### config.mk
export PLATFORM = sky130hd
export DESIGN_NAME = ecl_top
export DESIGN_NICKNAME = d
export VERILOG_FILES = /design/src/hw/ecl_pkg.sv /design/src/hw/ecl_req_if.sv /design/src/hw/ecl_ee_rd.sv /design/src/hw/ecl_mdio_wr.sv /design/src/hw/ecl_top.sv
export VERILOG_INCLUDE_DIRS = /design/src /design/src/hw
export SDC_FILE = /design/constraint.sdc
export NUM_CORES = 1
export LEC_CHECK = 0
export BUFFER_PORTS_ARGS = -buffer_cell sky130_fd_sc_hd__buf_2
export CORE_MARGIN = 2
export CORE_UTILIZATION = 60
export CTS_CLUSTER_SIZE = 20
export DETAILED_ROUTE_END_ITERATION = 10
export GPL_TIMING_DRIVEN = 0
export HOLD_SLACK_MARGIN = 0.15
export PLACE_DENSITY = 0.8
export SLEW_MARGIN = 10
export SYNTH_ARGS = -nofsm -noshare
export SYNTH_HDL_FRONTEND = slang
export SYNTH_SLANG_ARGS = --single-unit
### constraint.sdc
create_clock -name ref_clk -period 12.6 [get_ports ref_clk]
set_input_delay 1.89 -clock ref_clk [delete_from_list [all_inputs] [get_ports ref_clk]]
set_output_delay 1.89 -clock ref_clk [all_outputs]
set_load 0.1 [all_outputs]
### src/hw/ecl_defs.svh
`ifndef ECL_DEFS_SVH
`define ECL_DEFS_SVH
// ----------------------------------------
// timing
// ----------------------------------------
`define ECL_CLK_NS       20
`define ECL_EE_HALF_NS   640
`define ECL_EE_HALF_CYC  (`ECL_EE_HALF_NS / `ECL_CLK_NS)
`define ECL_MDC_HALF_NS  400
`define ECL_MDC_HALF_CYC (`ECL_MDC_HALF_NS / `ECL_CLK_NS)
// ----------------------------------------
// configuration word indices
// ----------------------------------------
`define ECL_W_FLAG     5'h01
`define ECL_W_MAC      5'h04
`define ECL_W_CS_FIRST 5'h07
`define ECL_W_CS_LAST  5'h0E
`define ECL_W_PHYCFG   5'h0F
`define ECL_W_MAXPKT   5'h10
`define ECL_W_PHYID    5'h11
`define ECL_W_WMARK    5'h12
`define ECL_W_CSUM     5'h18
`define ECL_NWORDS     25
// ----------------------------------------
// fields and values
// ----------------------------------------
`define ECL_F_MODE   15:13
`define ECL_F_OFS1   12:8
`define ECL_F_OFS2   4:0
`define ECL_F_MAXPKT 10:0
`define ECL_F_KIND_S 15:13
`define ECL_F_ADDR_S 12:8
`define ECL_F_KIND_P 7:5
`define ECL_F_ADDR_P 4:0
`define ECL_F_HI     15:8
`define ECL_F_LO     7:0
`define ECL_F_SP     0
`define ECL_F_RWU    2
`define ECL_F_DETACH 12
`define ECL_F_PSL    9:8
`define ECL_BLANK    16'hFFFF
`define ECL_CS_BASE  8'hFF
`define ECL_KIND_ETH 3'h0
`define ECL_KIND_NONE 3'h7
`define ECL_MII_BCAST 5'h00
`define ECL_MII_CTRL  5'h00
`define ECL_PWRDN     16'h0800
`define ECL_WM_UNIT_BYTES 128
`define ECL_EE_OP_RD  3'h6
`define ECL_EE_RX_FIRST 5'h0C
`define ECL_EE_LAST   5'h1B
`define ECL_EE_END    5'h1C
`define ECL_MD_END    7'h40
`endif

### src/hw/ecl_pkg.sv
package ecl_pkg;
  typedef enum logic [2:0] {
    LM_AN_ALL, LM_AN_100, LM_AN_10, LM_AN_RSVD,
    LM_100_FDX, LM_100_HDX, LM_10_FDX, LM_10_HDX
  } ecl_lmode_t;
  typedef enum logic [2:0] {S_READ, S_CHECK, S_PHY_REL, S_MDIO, S_DONE} ecl_st_t;
  typedef struct packed {
    ecl_st_t           st;
    logic [4:0]        widx;
    logic [1:0]        step;
    logic [24:0][15:0] w;
    logic              rom;
    logic              run;
    logic              ephy_rel;
    logic [2:0]        lm;
    logic [4:0]        lflags;
    logic              fc;
    logic              pause;
    logic              jam;
    logic [15:0]       romq;
  } ecl_top_s_t;
  typedef struct packed {
    logic        busy, cs, sk, ack, s1, s2, s3, dv;
    logic [5:0]  div;
    logic [4:0]  bitn;
    logic [10:0] tx;
    logic [15:0] rx, rdata;
  } ecl_ee_s_t;
  typedef struct packed {
    logic        busy, mdc, ack;
    logic [5:0]  div;
    logic [6:0]  cnt;
    logic [63:0] sh;
  } ecl_md_s_t;
endpackage

### src/hw/ecl_req_if.sv
`timescale 1ns/10ps
interface ecl_req_if;
  logic        req;
  logic        ack;
  logic [7:0]  addr;
  logic [15:0] wdata;
  logic [15:0] rdata;
  modport master (output req, addr, wdata, input ack, rdata);
  modport engine (input req, addr, wdata, output ack, rdata);
endinterface

### src/hw/ecl_ee_rd.sv
`timescale 1ns/10ps
`include "ecl_defs.svh"
module ecl_ee_rd (
  input  logic        ref_clk,
  input  logic        nrst,
  ecl_req_if.engine   rq,
  output logic        ee_cs,
  output logic        ee_sk,
  output logic        ee_di,
  input  logic        ee_do
);
  ecl_pkg::ecl_ee_s_t q, n;

  always_comb begin
    n     = q;
    n.ack = 1'b0;
    n.s1  = ee_do;
    n.s2  = q.s1;
    n.s3  = q.s2;
    if (q.s2 == q.s3) begin
      n.dv = q.s3;
    end
    // ack gap keeps a finished request from restarting on stale address
    if (!q.busy) begin
      if (rq.req && !q.ack) begin
        n.busy = 1'b1;
        n.cs   = 1'b1;
        n.sk   = 1'b0;
        n.div  = '0;
        n.bitn = '0;
        n.tx   = {`ECL_EE_OP_RD, rq.addr};
      end
    end else if (q.div == 6'(`ECL_EE_HALF_CYC - 1)) begin
      n.div = '0;
      if (q.bitn == `ECL_EE_END) begin
        n.busy  = 1'b0;
        n.ack   = 1'b1;
        n.rdata = q.rx;
      end else begin
        n.sk = ~q.sk;
        if (q.sk) begin
          n.bitn = q.bitn + 5'h01;
          n.tx   = {q.tx[9:0], 1'b0};
          // cs low for a full half period before the next read
          if (q.bitn == `ECL_EE_LAST) begin
            n.cs = 1'b0;
          end
        end else if (q.bitn >= `ECL_EE_RX_FIRST) begin
          n.rx = {q.rx[14:0], q.dv};
        end
      end
    end else begin
      n.div = q.div + 6'h01;
    end
  end

  always_ff @(posedge ref_clk) begin
    if (!nrst) begin
      q <= '0;
    end else begin
      q <= n;
    end
  end

  assign rq.ack   = q.ack;
  assign rq.rdata = q.rdata;
  assign ee_cs    = q.cs;
  assign ee_sk    = q.sk & q.cs;
  assign ee_di    = q.tx[10] & q.cs;
endmodule

### src/hw/ecl_mdio_wr.sv
`timescale 1ns/10ps
`include "ecl_defs.svh"
module ecl_mdio_wr (
  input  logic      ref_clk,
  input  logic      nrst,
  ecl_req_if.engine rq,
  output logic      mdc,
  output logic      mdio_o,
  output logic      mdio_oe
);
  ecl_pkg::ecl_md_s_t q, n;

  always_comb begin
    n     = q;
    n.ack = 1'b0;
    if (!q.busy) begin
      if (rq.req && !q.ack) begin
        n.busy = 1'b1;
        n.mdc  = 1'b0;
        n.div  = '0;
        n.cnt  = '0;
        n.sh   = {32'hFFFF_FFFF, 4'h5, rq.addr[4:0], `ECL_MII_CTRL, 2'h2, rq.wdata};
      end
    end else if (q.div == 6'(`ECL_MDC_HALF_CYC - 1)) begin
      n.div = '0;
      if (q.cnt == `ECL_MD_END) begin
        n.busy = 1'b0;
        n.ack  = 1'b1;
      end else begin
        n.mdc = ~q.mdc;
        // shift on falling edge so data is settled for the rising sample
        if (q.mdc) begin
          n.sh  = {q.sh[62:0], 1'b1};
          n.cnt = q.cnt + 7'h01;
        end
      end
    end else begin
      n.div = q.div + 6'h01;
    end
  end

  always_ff @(posedge ref_clk) begin
    if (!nrst) begin
      q <= '0;
    end else begin
      q <= n;
    end
  end

  assign rq.ack   = q.ack;
  assign rq.rdata = 16'h0000;
  assign mdc      = q.mdc;
  assign mdio_o   = q.sh[63];
  assign mdio_oe  = q.busy && (q.cnt != `ECL_MD_END);
endmodule

### src/hw/ecl_top.sv
// Functional notes
// - station address byte 0 is first transmitted octet, byte 5 last
// - offset 1 field picks PHY register for interrupt bytes 5-6, default 00101
// - offset 2 field picks PHY register for interrupt bytes 7-8, default 00000
// - link mode 000 all, 001 100M only, 010 10M only, 011 reserved
// - link modes 100..111 force 100F, 100H, 10F, 10H
// - link mode is latched as the embedded PHY leaves reset
// - PHY kind 000 is supported Ethernet PHY, 111 means none
// - default kind/address bytes are 10h primary and E0h secondary
// - secondary address is the external media interface PHY address
// - full duplex pause starts at high mark, stops at low mark
// - each water mark unit is 128 bytes of receive storage
// - half duplex jamming uses the same two water marks
// - PHY power-down sequence runs only in MAC mode with external PHY
// - three writes to PHY register 0: address 0, primary, secondary
// - WOL ready mode with external PHY skips the power-down sequence
// - blank or bad-checksum EEPROM falls back to the default ROM
// - each default ROM word is low byte first, high byte second
// - default ROM source loads an all-zero station address
// - default ROM holds release number 0002 in both descriptor copies
// - default ROM sets self power, remote wakeup, no detach, level 0
// - default ROM checksum field holds FF
// - checksum valid when it equals FF minus byte sum of words 07-0E
// - 19h configuration words are preloaded from the EEPROM
`timescale 1ns/10ps
`include "ecl_defs.svh"
module ecl_top (
  input  logic        ref_clk,
  input  logic        nrst,
  output logic        ee_cs,
  output logic        ee_sk,
  output logic        ee_di,
  input  logic        ee_do,
  output logic        mdc,
  output logic        mdio_o,
  output logic        mdio_oe,
  input  logic        mac_mode_ext_phy,
  input  logic        wol_ready_en,
  input  logic        full_duplex,
  input  logic [7:0]  free_buf_cnt,
  input  logic [6:0]  rom_addr,
  output logic [15:0] rom_data,
  output logic        cfg_done,
  output logic        cfg_from_rom,
  output logic        core_rst_n,
  output logic        ephy_rst_n,
  output logic [47:0] station_addr,
  output logic [2:0]  phy_link_mode,
  output logic        link_autoneg,
  output logic        link_adv_100,
  output logic        link_adv_10,
  output logic        link_force_100,
  output logic        link_force_fdx,
  output logic [4:0]  intr_phy_ofs1,
  output logic [4:0]  intr_phy_ofs2,
  output logic [10:0] max_frame_size,
  output logic [2:0]  prim_phy_kind,
  output logic [4:0]  prim_phy_bus_address,
  output logic        prim_phy_supported,
  output logic [4:0]  ext_phy_bus_address,
  output logic [7:0]  high_water_mark,
  output logic [7:0]  low_water_mark,
  output logic        pause_req,
  output logic        jam_req,
  output logic        self_powered,
  output logic        remote_wakeup,
  output logic        cable_off_detach,
  output logic [1:0]  psave_level
);
  // ----------------------------------------
  // default ROM
  // ----------------------------------------
  // words written high byte first here; stored bytes read low then high
  function automatic logic [15:0] ecl_rom(input logic [6:0] a);
    case (a)
      7'h00: ecl_rom = 16'h0015;
      7'h01: ecl_rom = 16'h1DFD;
      7'h02: ecl_rom = 16'h1220;
      7'h03: ecl_rom = 16'h2729;
      7'h04: ecl_rom = 16'h0E00;
      7'h05: ecl_rom = 16'h87C6;
      7'h06: ecl_rom = 16'h0172;
      7'h07: ecl_rom = 16'h0409;
      7'h08: ecl_rom = 16'h2260;
      7'h09: ecl_rom = 16'h1271;
      7'h0A: ecl_rom = 16'h0E19;
      7'h0B: ecl_rom = 16'h043D;
      7'h0C: ecl_rom = 16'h043D;
      7'h0D: ecl_rom = 16'h043D;
      7'h0E: ecl_rom = 16'h043D;
      7'h0F: ecl_rom = 16'h0580;
      7'h10: ecl_rom = 16'h0600;
      7'h11: ecl_rom = 16'hE010;
      7'h12: ecl_rom = 16'h2442;
      7'h13: ecl_rom = 16'h1240;
      7'h14: ecl_rom = 16'h2749;
      7'h16: ecl_rom = 16'h0000;
      7'h18: ecl_rom = 16'h08FF;
      7'h26: ecl_rom = 16'h0002;
      7'h46: ecl_rom = 16'h0002;
      default: ecl_rom = 16'hFFFF;
    endcase
  endfunction

  ecl_pkg::ecl_top_s_t q, n;
  ecl_req_if ee ();
  ecl_req_if md ();
  logic [7:0] csum;
  logic       ee_ok;

  ecl_ee_rd u_ee (
    .ref_clk (ref_clk),
    .nrst    (nrst),
    .rq      (ee.engine),
    .ee_cs   (ee_cs),
    .ee_sk   (ee_sk),
    .ee_di   (ee_di),
    .ee_do   (ee_do)
  );

  ecl_mdio_wr u_md (
    .ref_clk (ref_clk),
    .nrst    (nrst),
    .rq      (md.engine),
    .mdc     (mdc),
    .mdio_o  (mdio_o),
    .mdio_oe (mdio_oe)
  );

  // ----------------------------------------
  // validity check
  // ----------------------------------------
  always_comb begin
    csum = `ECL_CS_BASE;
    for (int i = `ECL_W_CS_FIRST; i <= `ECL_W_CS_LAST; i++) begin
      csum = csum - q.w[i][`ECL_F_LO] - q.w[i][`ECL_F_HI];
    end
    ee_ok = (q.w[0] != `ECL_BLANK) && (csum == q.w[`ECL_W_CSUM][`ECL_F_LO]);
  end

  // ----------------------------------------
  // sequencer
  // ----------------------------------------
  always_comb begin
    n = q;
    n.romq = ecl_rom(rom_addr);
    case (q.st)
      ecl_pkg::S_READ: begin
        if (ee.ack) begin
          n.w[q.widx] = ee.rdata;
          // word 18h closes the 18h-word preload plus checksum word
          if (q.widx == `ECL_W_CSUM) begin
            n.st = ecl_pkg::S_CHECK;
          end else begin
            n.widx = q.widx + 5'h01;
          end
        end
      end
      ecl_pkg::S_CHECK: begin
        if (!ee_ok) begin
          n.rom = 1'b1;
          for (int i = 0; i < `ECL_NWORDS; i++) begin
            n.w[i] = ecl_rom(7'(i));
          end
          n.w[`ECL_W_MAC]     = 16'h0000;
          n.w[`ECL_W_MAC + 1] = 16'h0000;
          n.w[`ECL_W_MAC + 2] = 16'h0000;
        end
        n.lm = n.w[`ECL_W_PHYCFG][`ECL_F_MODE];
        // flags: autoneg, adv100, adv10, force100, forcefdx
        case (ecl_pkg::ecl_lmode_t'(n.lm))
          ecl_pkg::LM_AN_ALL:  n.lflags = 5'b11100;
          ecl_pkg::LM_AN_100:  n.lflags = 5'b11000;
          ecl_pkg::LM_AN_10:   n.lflags = 5'b10100;
          ecl_pkg::LM_AN_RSVD: n.lflags = 5'b11100;
          ecl_pkg::LM_100_FDX: n.lflags = 5'b00011;
          ecl_pkg::LM_100_HDX: n.lflags = 5'b00010;
          ecl_pkg::LM_10_FDX:  n.lflags = 5'b00001;
          default:             n.lflags = 5'b00000;
        endcase
        n.run = mac_mode_ext_phy && !wol_ready_en;
        n.st  = ecl_pkg::S_PHY_REL;
      end
      ecl_pkg::S_PHY_REL: begin
        // mode was settled a cycle earlier, so the PHY sees it at release
        n.ephy_rel = 1'b1;
        n.st = q.run ? ecl_pkg::S_MDIO : ecl_pkg::S_DONE;
      end
      ecl_pkg::S_MDIO: begin
        if (md.ack) begin
          if (q.step == 2'h2) begin
            n.st = ecl_pkg::S_DONE;
          end else begin
            n.step = q.step + 2'h1;
          end
        end
      end
      default: begin
        // marks count free blocks of ECL_WM_UNIT_BYTES each
        if (free_buf_cnt <= q.w[`ECL_W_WMARK][`ECL_F_HI]) begin
          n.fc = 1'b1;
        end else if (free_buf_cnt >= q.w[`ECL_W_WMARK][`ECL_F_LO]) begin
          n.fc = 1'b0;
        end
        n.pause = n.fc && full_duplex;
        n.jam   = n.fc && !full_duplex;
      end
    endcase
  end

  always_ff @(posedge ref_clk) begin
    if (!nrst) begin
      q <= '0;
    end else begin
      q <= n;
    end
  end

  // ----------------------------------------
  // engine requests
  // ----------------------------------------
  assign ee.req   = (q.st == ecl_pkg::S_READ);
  assign ee.addr  = {3'h0, q.widx};
  assign ee.wdata = 16'h0000;
  assign md.req   = (q.st == ecl_pkg::S_MDIO);
  assign md.wdata = `ECL_PWRDN;
  always_comb begin
    md.addr = 8'h00;
    if (q.step == 2'h0) begin
      md.addr[4:0] = `ECL_MII_BCAST;
    end else if (q.step == 2'h1) begin
      md.addr[4:0] = q.w[`ECL_W_PHYID][`ECL_F_ADDR_P];
    end else begin
      md.addr[4:0] = q.w[`ECL_W_PHYID][`ECL_F_ADDR_S];
    end
  end

  // ----------------------------------------
  // outputs
  // ----------------------------------------
  assign cfg_done     = (q.st == ecl_pkg::S_DONE);
  assign core_rst_n   = (q.st == ecl_pkg::S_DONE);
  assign cfg_from_rom = q.rom;
  assign ephy_rst_n   = q.ephy_rel;
  assign rom_data     = q.romq;
  assign station_addr = {q.w[4][`ECL_F_LO], q.w[4][`ECL_F_HI], q.w[5][`ECL_F_LO],
                         q.w[5][`ECL_F_HI], q.w[6][`ECL_F_LO], q.w[6][`ECL_F_HI]};
  assign phy_link_mode  = q.lm;
  assign link_autoneg   = q.lflags[4];
  assign link_adv_100   = q.lflags[3];
  assign link_adv_10    = q.lflags[2];
  assign link_force_100 = q.lflags[1];
  assign link_force_fdx = q.lflags[0];
  assign intr_phy_ofs1  = q.w[`ECL_W_PHYCFG][`ECL_F_OFS1];
  assign intr_phy_ofs2  = q.w[`ECL_W_PHYCFG][`ECL_F_OFS2];
  // passed through as loaded; an odd or oversized value is not corrected
  assign max_frame_size = q.w[`ECL_W_MAXPKT][`ECL_F_MAXPKT];
  assign prim_phy_kind  = q.w[`ECL_W_PHYID][`ECL_F_KIND_P];
  assign prim_phy_bus_address = q.w[`ECL_W_PHYID][`ECL_F_ADDR_P];
  assign prim_phy_supported   = (prim_phy_kind == `ECL_KIND_ETH);
  // secondary kind bits deliberately unused here
  assign ext_phy_bus_address  = q.w[`ECL_W_PHYID][`ECL_F_ADDR_S];
  assign high_water_mark  = q.w[`ECL_W_WMARK][`ECL_F_HI];
  assign low_water_mark   = q.w[`ECL_W_WMARK][`ECL_F_LO];
  assign pause_req        = q.pause;
  assign jam_req          = q.jam;
  assign self_powered     = q.w[`ECL_W_FLAG][`ECL_F_SP];
  assign remote_wakeup    = q.w[`ECL_W_FLAG][`ECL_F_RWU];
  assign cable_off_detach = q.w[`ECL_W_CSUM][`ECL_F_DETACH];
  assign psave_level      = q.w[`ECL_W_CSUM][`ECL_F_PSL];

  // ----------------------------------------
  // checks
  // ----------------------------------------
  logic [5:0] rd_cnt;
  logic [2:0] mw_cnt;
  always_ff @(posedge ref_clk) begin
    if (!nrst) begin
      rd_cnt <= '0;
      mw_cnt <= '0;
    end else begin
      rd_cnt <= rd_cnt + {5'h00, ee.ack};
      mw_cnt <= mw_cnt + {2'h0, md.ack};
    end
  end
endmodule

## Word level (Yosys, flattened, before mapping)

Index checks and enable logic that the tools add are counted.

| storage, ports and cells | value |
|---|---|
| bits in registers | 582 |
| bits in latches | 0 |
| bits in writable memories | 0 |
| memory bits (read-only) | 0 |
| output and inout bits | 140 |
| memories | 0 |

| cells by class | value |
|---|---|
| $add $sub $neg | 22 |
| multipliers | 0 |
| div/mod/pow operators | 0 |
| $lt $le $gt $ge | 5 |
| equal/unequal tests | 58 |
| shifts and indexed selects | 0 |
| mux-type cells | 50 |
| bitwise gates (word level) | 7 |
| reduce and logical (&&, ||, !) cells | 40 |

Operators by type and width:

| operator | count |
|---|---|
| 401-bit 2-to-1 mux | 2 |
| 400-bit one-hot mux with 2 select lines | 1 |
| 400-bit bitwise mux | 1 |
| 400-bit 2-to-1 mux | 1 |
| 16-bit one-hot mux with 21 select lines | 1 |
| 71-bit 2-to-1 mux | 3 |
| 77-bit 2-to-1 mux | 2 |
| 8-bit subtractor | 15 |
| 16-bit demux with 5-bit select | 1 |
| 16-bit 2-to-1 mux | 5 |
| 7-bit by 4-bit equality test with 1-bit output, second input constant | 8 |
| 7-bit by 5-bit equality test with 1-bit output, second input constant | 7 |
| 48-bit 2-to-1 mux | 1 |
| 22-bit 2-to-1 mux | 2 |
| 32-bit 2-to-1 mux | 1 |
| 5-bit one-hot mux with 6 select lines | 1 |
| 7-bit by 3-bit equality test with 1-bit output, second input constant | 4 |
| 2-bit inequality test, second input constant | 12 |
| 3-bit AND reduction | 8 |
| 3-bit 2-to-1 mux | 7 |
| 16-bit inequality test, second input constant | 1 |
| 5-bit equality test, second input constant | 3 |
| 5-bit 2-to-1 mux | 3 |
| 5-bit AND reduction | 3 |
| other kinds (42) | 89 |

## Logic depth before layout (Yosys ltp)

| depth | value |
|---|---|
| word-level depth | 23 |
| mapped depth | 24 |
| gate-level depth less buffers | 20 |

## Modules after synthesis

A second synthesis with hierarchy kept.

| unflattened totals | value |
|---|---|
| cell total of the unflattened synthesis | 2335 |
| area, all modules | 22257.6 µm² |

By module, submodules not included:

| module | times used | cells an instance | area an instance (µm²) |
|---|---|---|---|
| ecl_top | 1 | 1737 | 16150.5 |
| ecl_mdio_wr | 1 | 344 | 3529.6 |
| ecl_ee_rd | 1 | 254 | 2577.5 |

## Least setup slack after synthesis

Ideal clock, no wire load.

| timing path | value |
|---|---|
| path type | register -> register |
| start point | reg q[230] (netlist bit) |
| end point | reg q[202] (netlist bit) |
| setup time | 0.073 ns |
| arrival time | 6.019 ns |
| required time | 12.527 ns |
| path slack | 6.508 ns |
| cell stages (with the launch flop) | 25 |
| path buffers | 4 |
| clock period less this slack | 6.092 ns |
| cells stage by stage | dfxtp_1 > fa_1 > fa_1 > inv_1 > ha_1 > or2_2 > fa_1 > inv_1 > fa_1 > fa_1 > inv_1 > ha_1 > a21o_1 > a21o_1 > a311o_1 > xnor2_1 > or4_4 > o21ai_2 > buf_4 > and2_1 > buf_4 > buf_6 > buf_6 > nand3_1 > o21ai_1 |

| between the ends | value |
|---|---|
| cells in the longest elaborated chain, start to end | 9 |

RTL lines:

| item | line | source |
|---|---|---|
| from (decl) | ecl_top.sv:105 | `ecl_pkg::ecl_top_s_t q, n;` |
| from (signal assigned) | ecl_top.sv:215 | `q <= n;` |
| 8-bit subtractor (5 in a row) | ecl_top.sv:136 | `` csum = csum - q.w[i][`ECL_F_LO] - q.w[i][`ECL_F_HI]; `` |
| 8-bit equality test | ecl_top.sv:138 | `` ee_ok = (q.w[0] != `ECL_BLANK) && (csum == q.w[`ECL_W_CSUM][`ECL_F_LO]); `` |
| 1-bit logical AND | ecl_top.sv:138 |  |
| 2-bit inequality test (no source line) | n/a |  |
| 3-bit AND reduction (no source line) | n/a |  |

Every way passes these cells.
A chain may end at the register's enable or synchronous reset.

## Worst setup path after layout

| timing path | value |
|---|---|
| start point | reg q[230] (netlist bit) |
| end point | reg q[225] (netlist bit) |

The elaborated chain is that of the path after synthesis.

==> impl_results.md <==
- CTS root buf: clkbuf_16
- H-tree Lvls: 2
- # clock sinks: between 400 and 500
- Die area: 36600 µm²
- Grt total ovfl: 0
- Dpl cells: 2991
- Most frequent CP cell: fa_1
- N_diodes: 0
- Core Box Area: 34500 µm²
- All-Layer GR Usage: 33.4%
- CTS tree: built
- YS warnings: 0
- Cell count after synthesis: between 2000 and 2500
- Synth async-reset ratio: 0%
- Synthesis-to-finish area growth: 13.7%
- Reg2Reg Depth: 21
- WP data required: 13.01 ns
- Reg2reg start: q[230]
- Synth Net Count: 2537
- Synth Flop Type: dfxtp_1
- WL per Instance: 20.0 µm
- CP Cell Sequence: fa_1 > fa_1 > inv_1 > ha_1 > or2_2 > fa_1 > inv_1 > fa_1 > fa_1 > inv_1 > ha_1 > a21o_1 > a21o_1 > a311o_1 > xnor2_1 > or4_4 > o21ai_2 > buf_4 > buf_2 > buf_1 > a21oi_1
- Status: complete, no violations
- Yosys cell types: 73
- Clock-pin transition on the worst setup and hold timing paths: about 0.070 ns
- Setup_tns: 0 ns
- Worst r2r dst: q[225]
- Ranking of synthesized cells by area: dfxtp_1, fa_1, nand2_1
- Rel. slew slack: 33.6%
- Final setup fails: 0
- Yosys reg bits: 440
- Post-synthesis cell area: 21100 µm²
- Dpl cell area: around 22000 µm²
- Hold_sp: u_ee.n[56]
- Nets: between 2000 and 3000
- Setup CP Type: register to register
- Max-slew violations: 0
- Routability Congestion: 0.961
- Slowest Stage Delay on Critical Path: 0.61 ns
- Post-route clock period utilization: 54.5%
- DR vias: 18239
- Vias in the first global route: 17736
- Setup crit start kind: register
- CTS resizes: 0
- Crit-path max FO: 10
- Die Ht: 191 µm
- Post-synth EDFFs: 0
- Post-synth top area cell: dfxtp_1
- Final Cell Area: 24000 µm²
- RSZ-0062 raised after global routing: no
- Number of antenna violations at the first check in global routing: 1
- # IOs: 161
- Final ANT Viol Nets: 0
- Avg Cell Area, Syn: 8.85 µm²
- MaxCap Viol Count: 0
- Post-CTS Hold Buffers: 0
- Non-Filler Instances: 3075
- Drt total wl: around 60000 µm
- Crit path capture type: register
- Detailed Route Iter0 Violations: about 1800
- Postcts setup bufs: 0
- Layout Skew: between 0.02 and 0.025 ns
- DRC Markers: 0
- Worst-skew pair later-pin latency: 0.57 ns
- Layout cell share with drive strength beyond 1: 15.4%
- Worst VDD drop: 134 µV
- Pre-Repair DR Iteration Count: 6
- Hold endpoint: u_ee.n[55]
- Family with the most delay on the worst path: adder cells
- Commonest cells after routing, fill and taps aside: dfxtp_1, nand2_1, a21oi_1
- Detail Placement HPWL: 44500 µm
- Slowest cell on the critical path: fa_1
- Rows: 68
- Critical path buffers and inverters: 6
- Hold Violations, Final: 0
- Global-route wire length before repair: 95300 µm
- Tmin final: 6.87 ns
- Hold Path Class: register to register
- Largest net degree at the start of global routing: 16
- Worst Tran Pin Value: around 1 ns
- Synth top area share: 41.8%
- Filler cells: ~2800
- Die width: roughly 190 µm
- Total CTS buffers: 45
- Post-synthesis sequential area ratio: 41.8%
- Hold path depth: 1
- Max clock buf depth: 3
- Fmax achieved: 0.146 GHz
- Power per cell area: 124 nW/µm²
- Leak: 10.3 nW
- WP data arrival: around 7.3 ns
- IO Port Bufs: 156
- R2R Setup Slk: 5.73 ns
- Commonest non-fill, non-tap cell in the layout: dfxtp_1
- Total power: 2.97 mW
- Starting Density: 61.0%
- Vias/cell: just under 6
cell type report:
type / instances / area, µm² / share of cell area, %
multi-input cells: 1574 / 10400 / 43.3
flip-flops and latches: 440 / 8810 / 36.8
plain buffers: 277 / 1540 / 6.44
clock buffers: 62 / 1300 / 5.43
repair buffers: 156 / 781 / 3.26
well taps: 455 / 569 / 2.38
inverters: 89 / 334 / 1.39
clock inverters: 22 / 240 / 1.00
per-stage QoR:
stage | worst slack, ns | utilization (%) | hold WS [ns]
floorplan | 6.51 | - | 0.412
global route | 5.43 | 69.3 | 0.469
global placement | 5.93 | 64.9 | 0.415
finish | 5.73 | 69.3 | 0.430
detailed placement | 5.77 | 64.9 | 0.422
CTS | 5.75 | 69.3 | 0.432
logic make-up after synthesis:
group	after synthesis	synth area share [%]
simple gates	767	16.6
xor+xnor	50	2.34
compound gates	535	14.8
buf+inv	366	8.91
flops	440	41.8
fa+ha+maj	136	11.4
mux	86	4.12
flip-flops by register name, summed over array words and instances (netlist names), 2 cells and up:
register / count
intr_phy_ofs2: 5
u_ee.q: 42
prim_phy_bus_address: 5
u_ee.n: 2
phy_link_mode: 3
low_water_mark: 8
psave_level: 2
intr_phy_ofs1: 5
high_water_mark: 8
u_md.q: 77
ext_phy_bus_address: 5
q: 162
u_ee.rq.rdata: 16
ee.addr: 5
prim_phy_kind: 3
max_frame_size: 11
station_addr: 48
rom_data: 16
power by group:
group	internal (mW)	switching, mW
Combinational	0.0438	0.128
Sequential	1.41	0.00940
Clock	0.792	0.582
Total	2.25	0.719
cell usage after synthesis (6+ instances only):
| cell | instances |
|---|---|
| dfxtp_1 | 440 |
| nand2_1 | 321 |
| a21oi_1 | 231 |
| nand3_1 | 139 |
| nor2_1 | 134 |
| clkbuf_1 | 129 |
| o21ai_0 | 127 |
| buf_4 | 125 |
| fa_1 | 93 |
| inv_1 | 87 |
| mux2i_1 | 81 |
| and2_1 | 50 |
| o22ai_1 | 50 |
| ha_1 | 43 |
| xnor2_1 | 34 |
| nor3_1 | 24 |
| nor2b_1 | 23 |
| a21boi_0 | 22 |
| buf_2 | 15 |
| a21o_1 | 14 |
| nand2b_1 | 14 |
| a31oi_1 | 13 |
| a22o_1 | 12 |
| xor2_1 | 12 |
| nand4_1 | 10 |
| o21ai_1 | 10 |
| and3_1 | 9 |
| nor3b_1 | 9 |
| or2_2 | 7 |
| buf_1 | 6 |
| nand3b_1 | 6 |
| o211a_1 | 6 |
how the worst max path moves through the flow:
stage / from / endpoint / slack, ns / depth (start not counted)
after detailed placement: q[166] / prim_phy_kind[2] / 5.77 / 19
after floorplan: q[230] / q[202] / 6.51 / 24
after global placement: q[230] / q[156] / 5.93 / 21
final: q[230] / q[225] / 5.73 / 21
after CTS: q[230] / q[147] / 5.75 / 20
after global routing: q[230] / q[150] / 5.43 / 20
layer usage:
layer	up-vias	track usage, %	wire length, µm
met5	-	0	0
met3	214	4.85	4840
met2	843	55.1	29300
met1	8817	42.7	24000
li1	8365	-	-
met4	0	17.3	3370
Note: power is estimated with default switching activity, not from simulation.
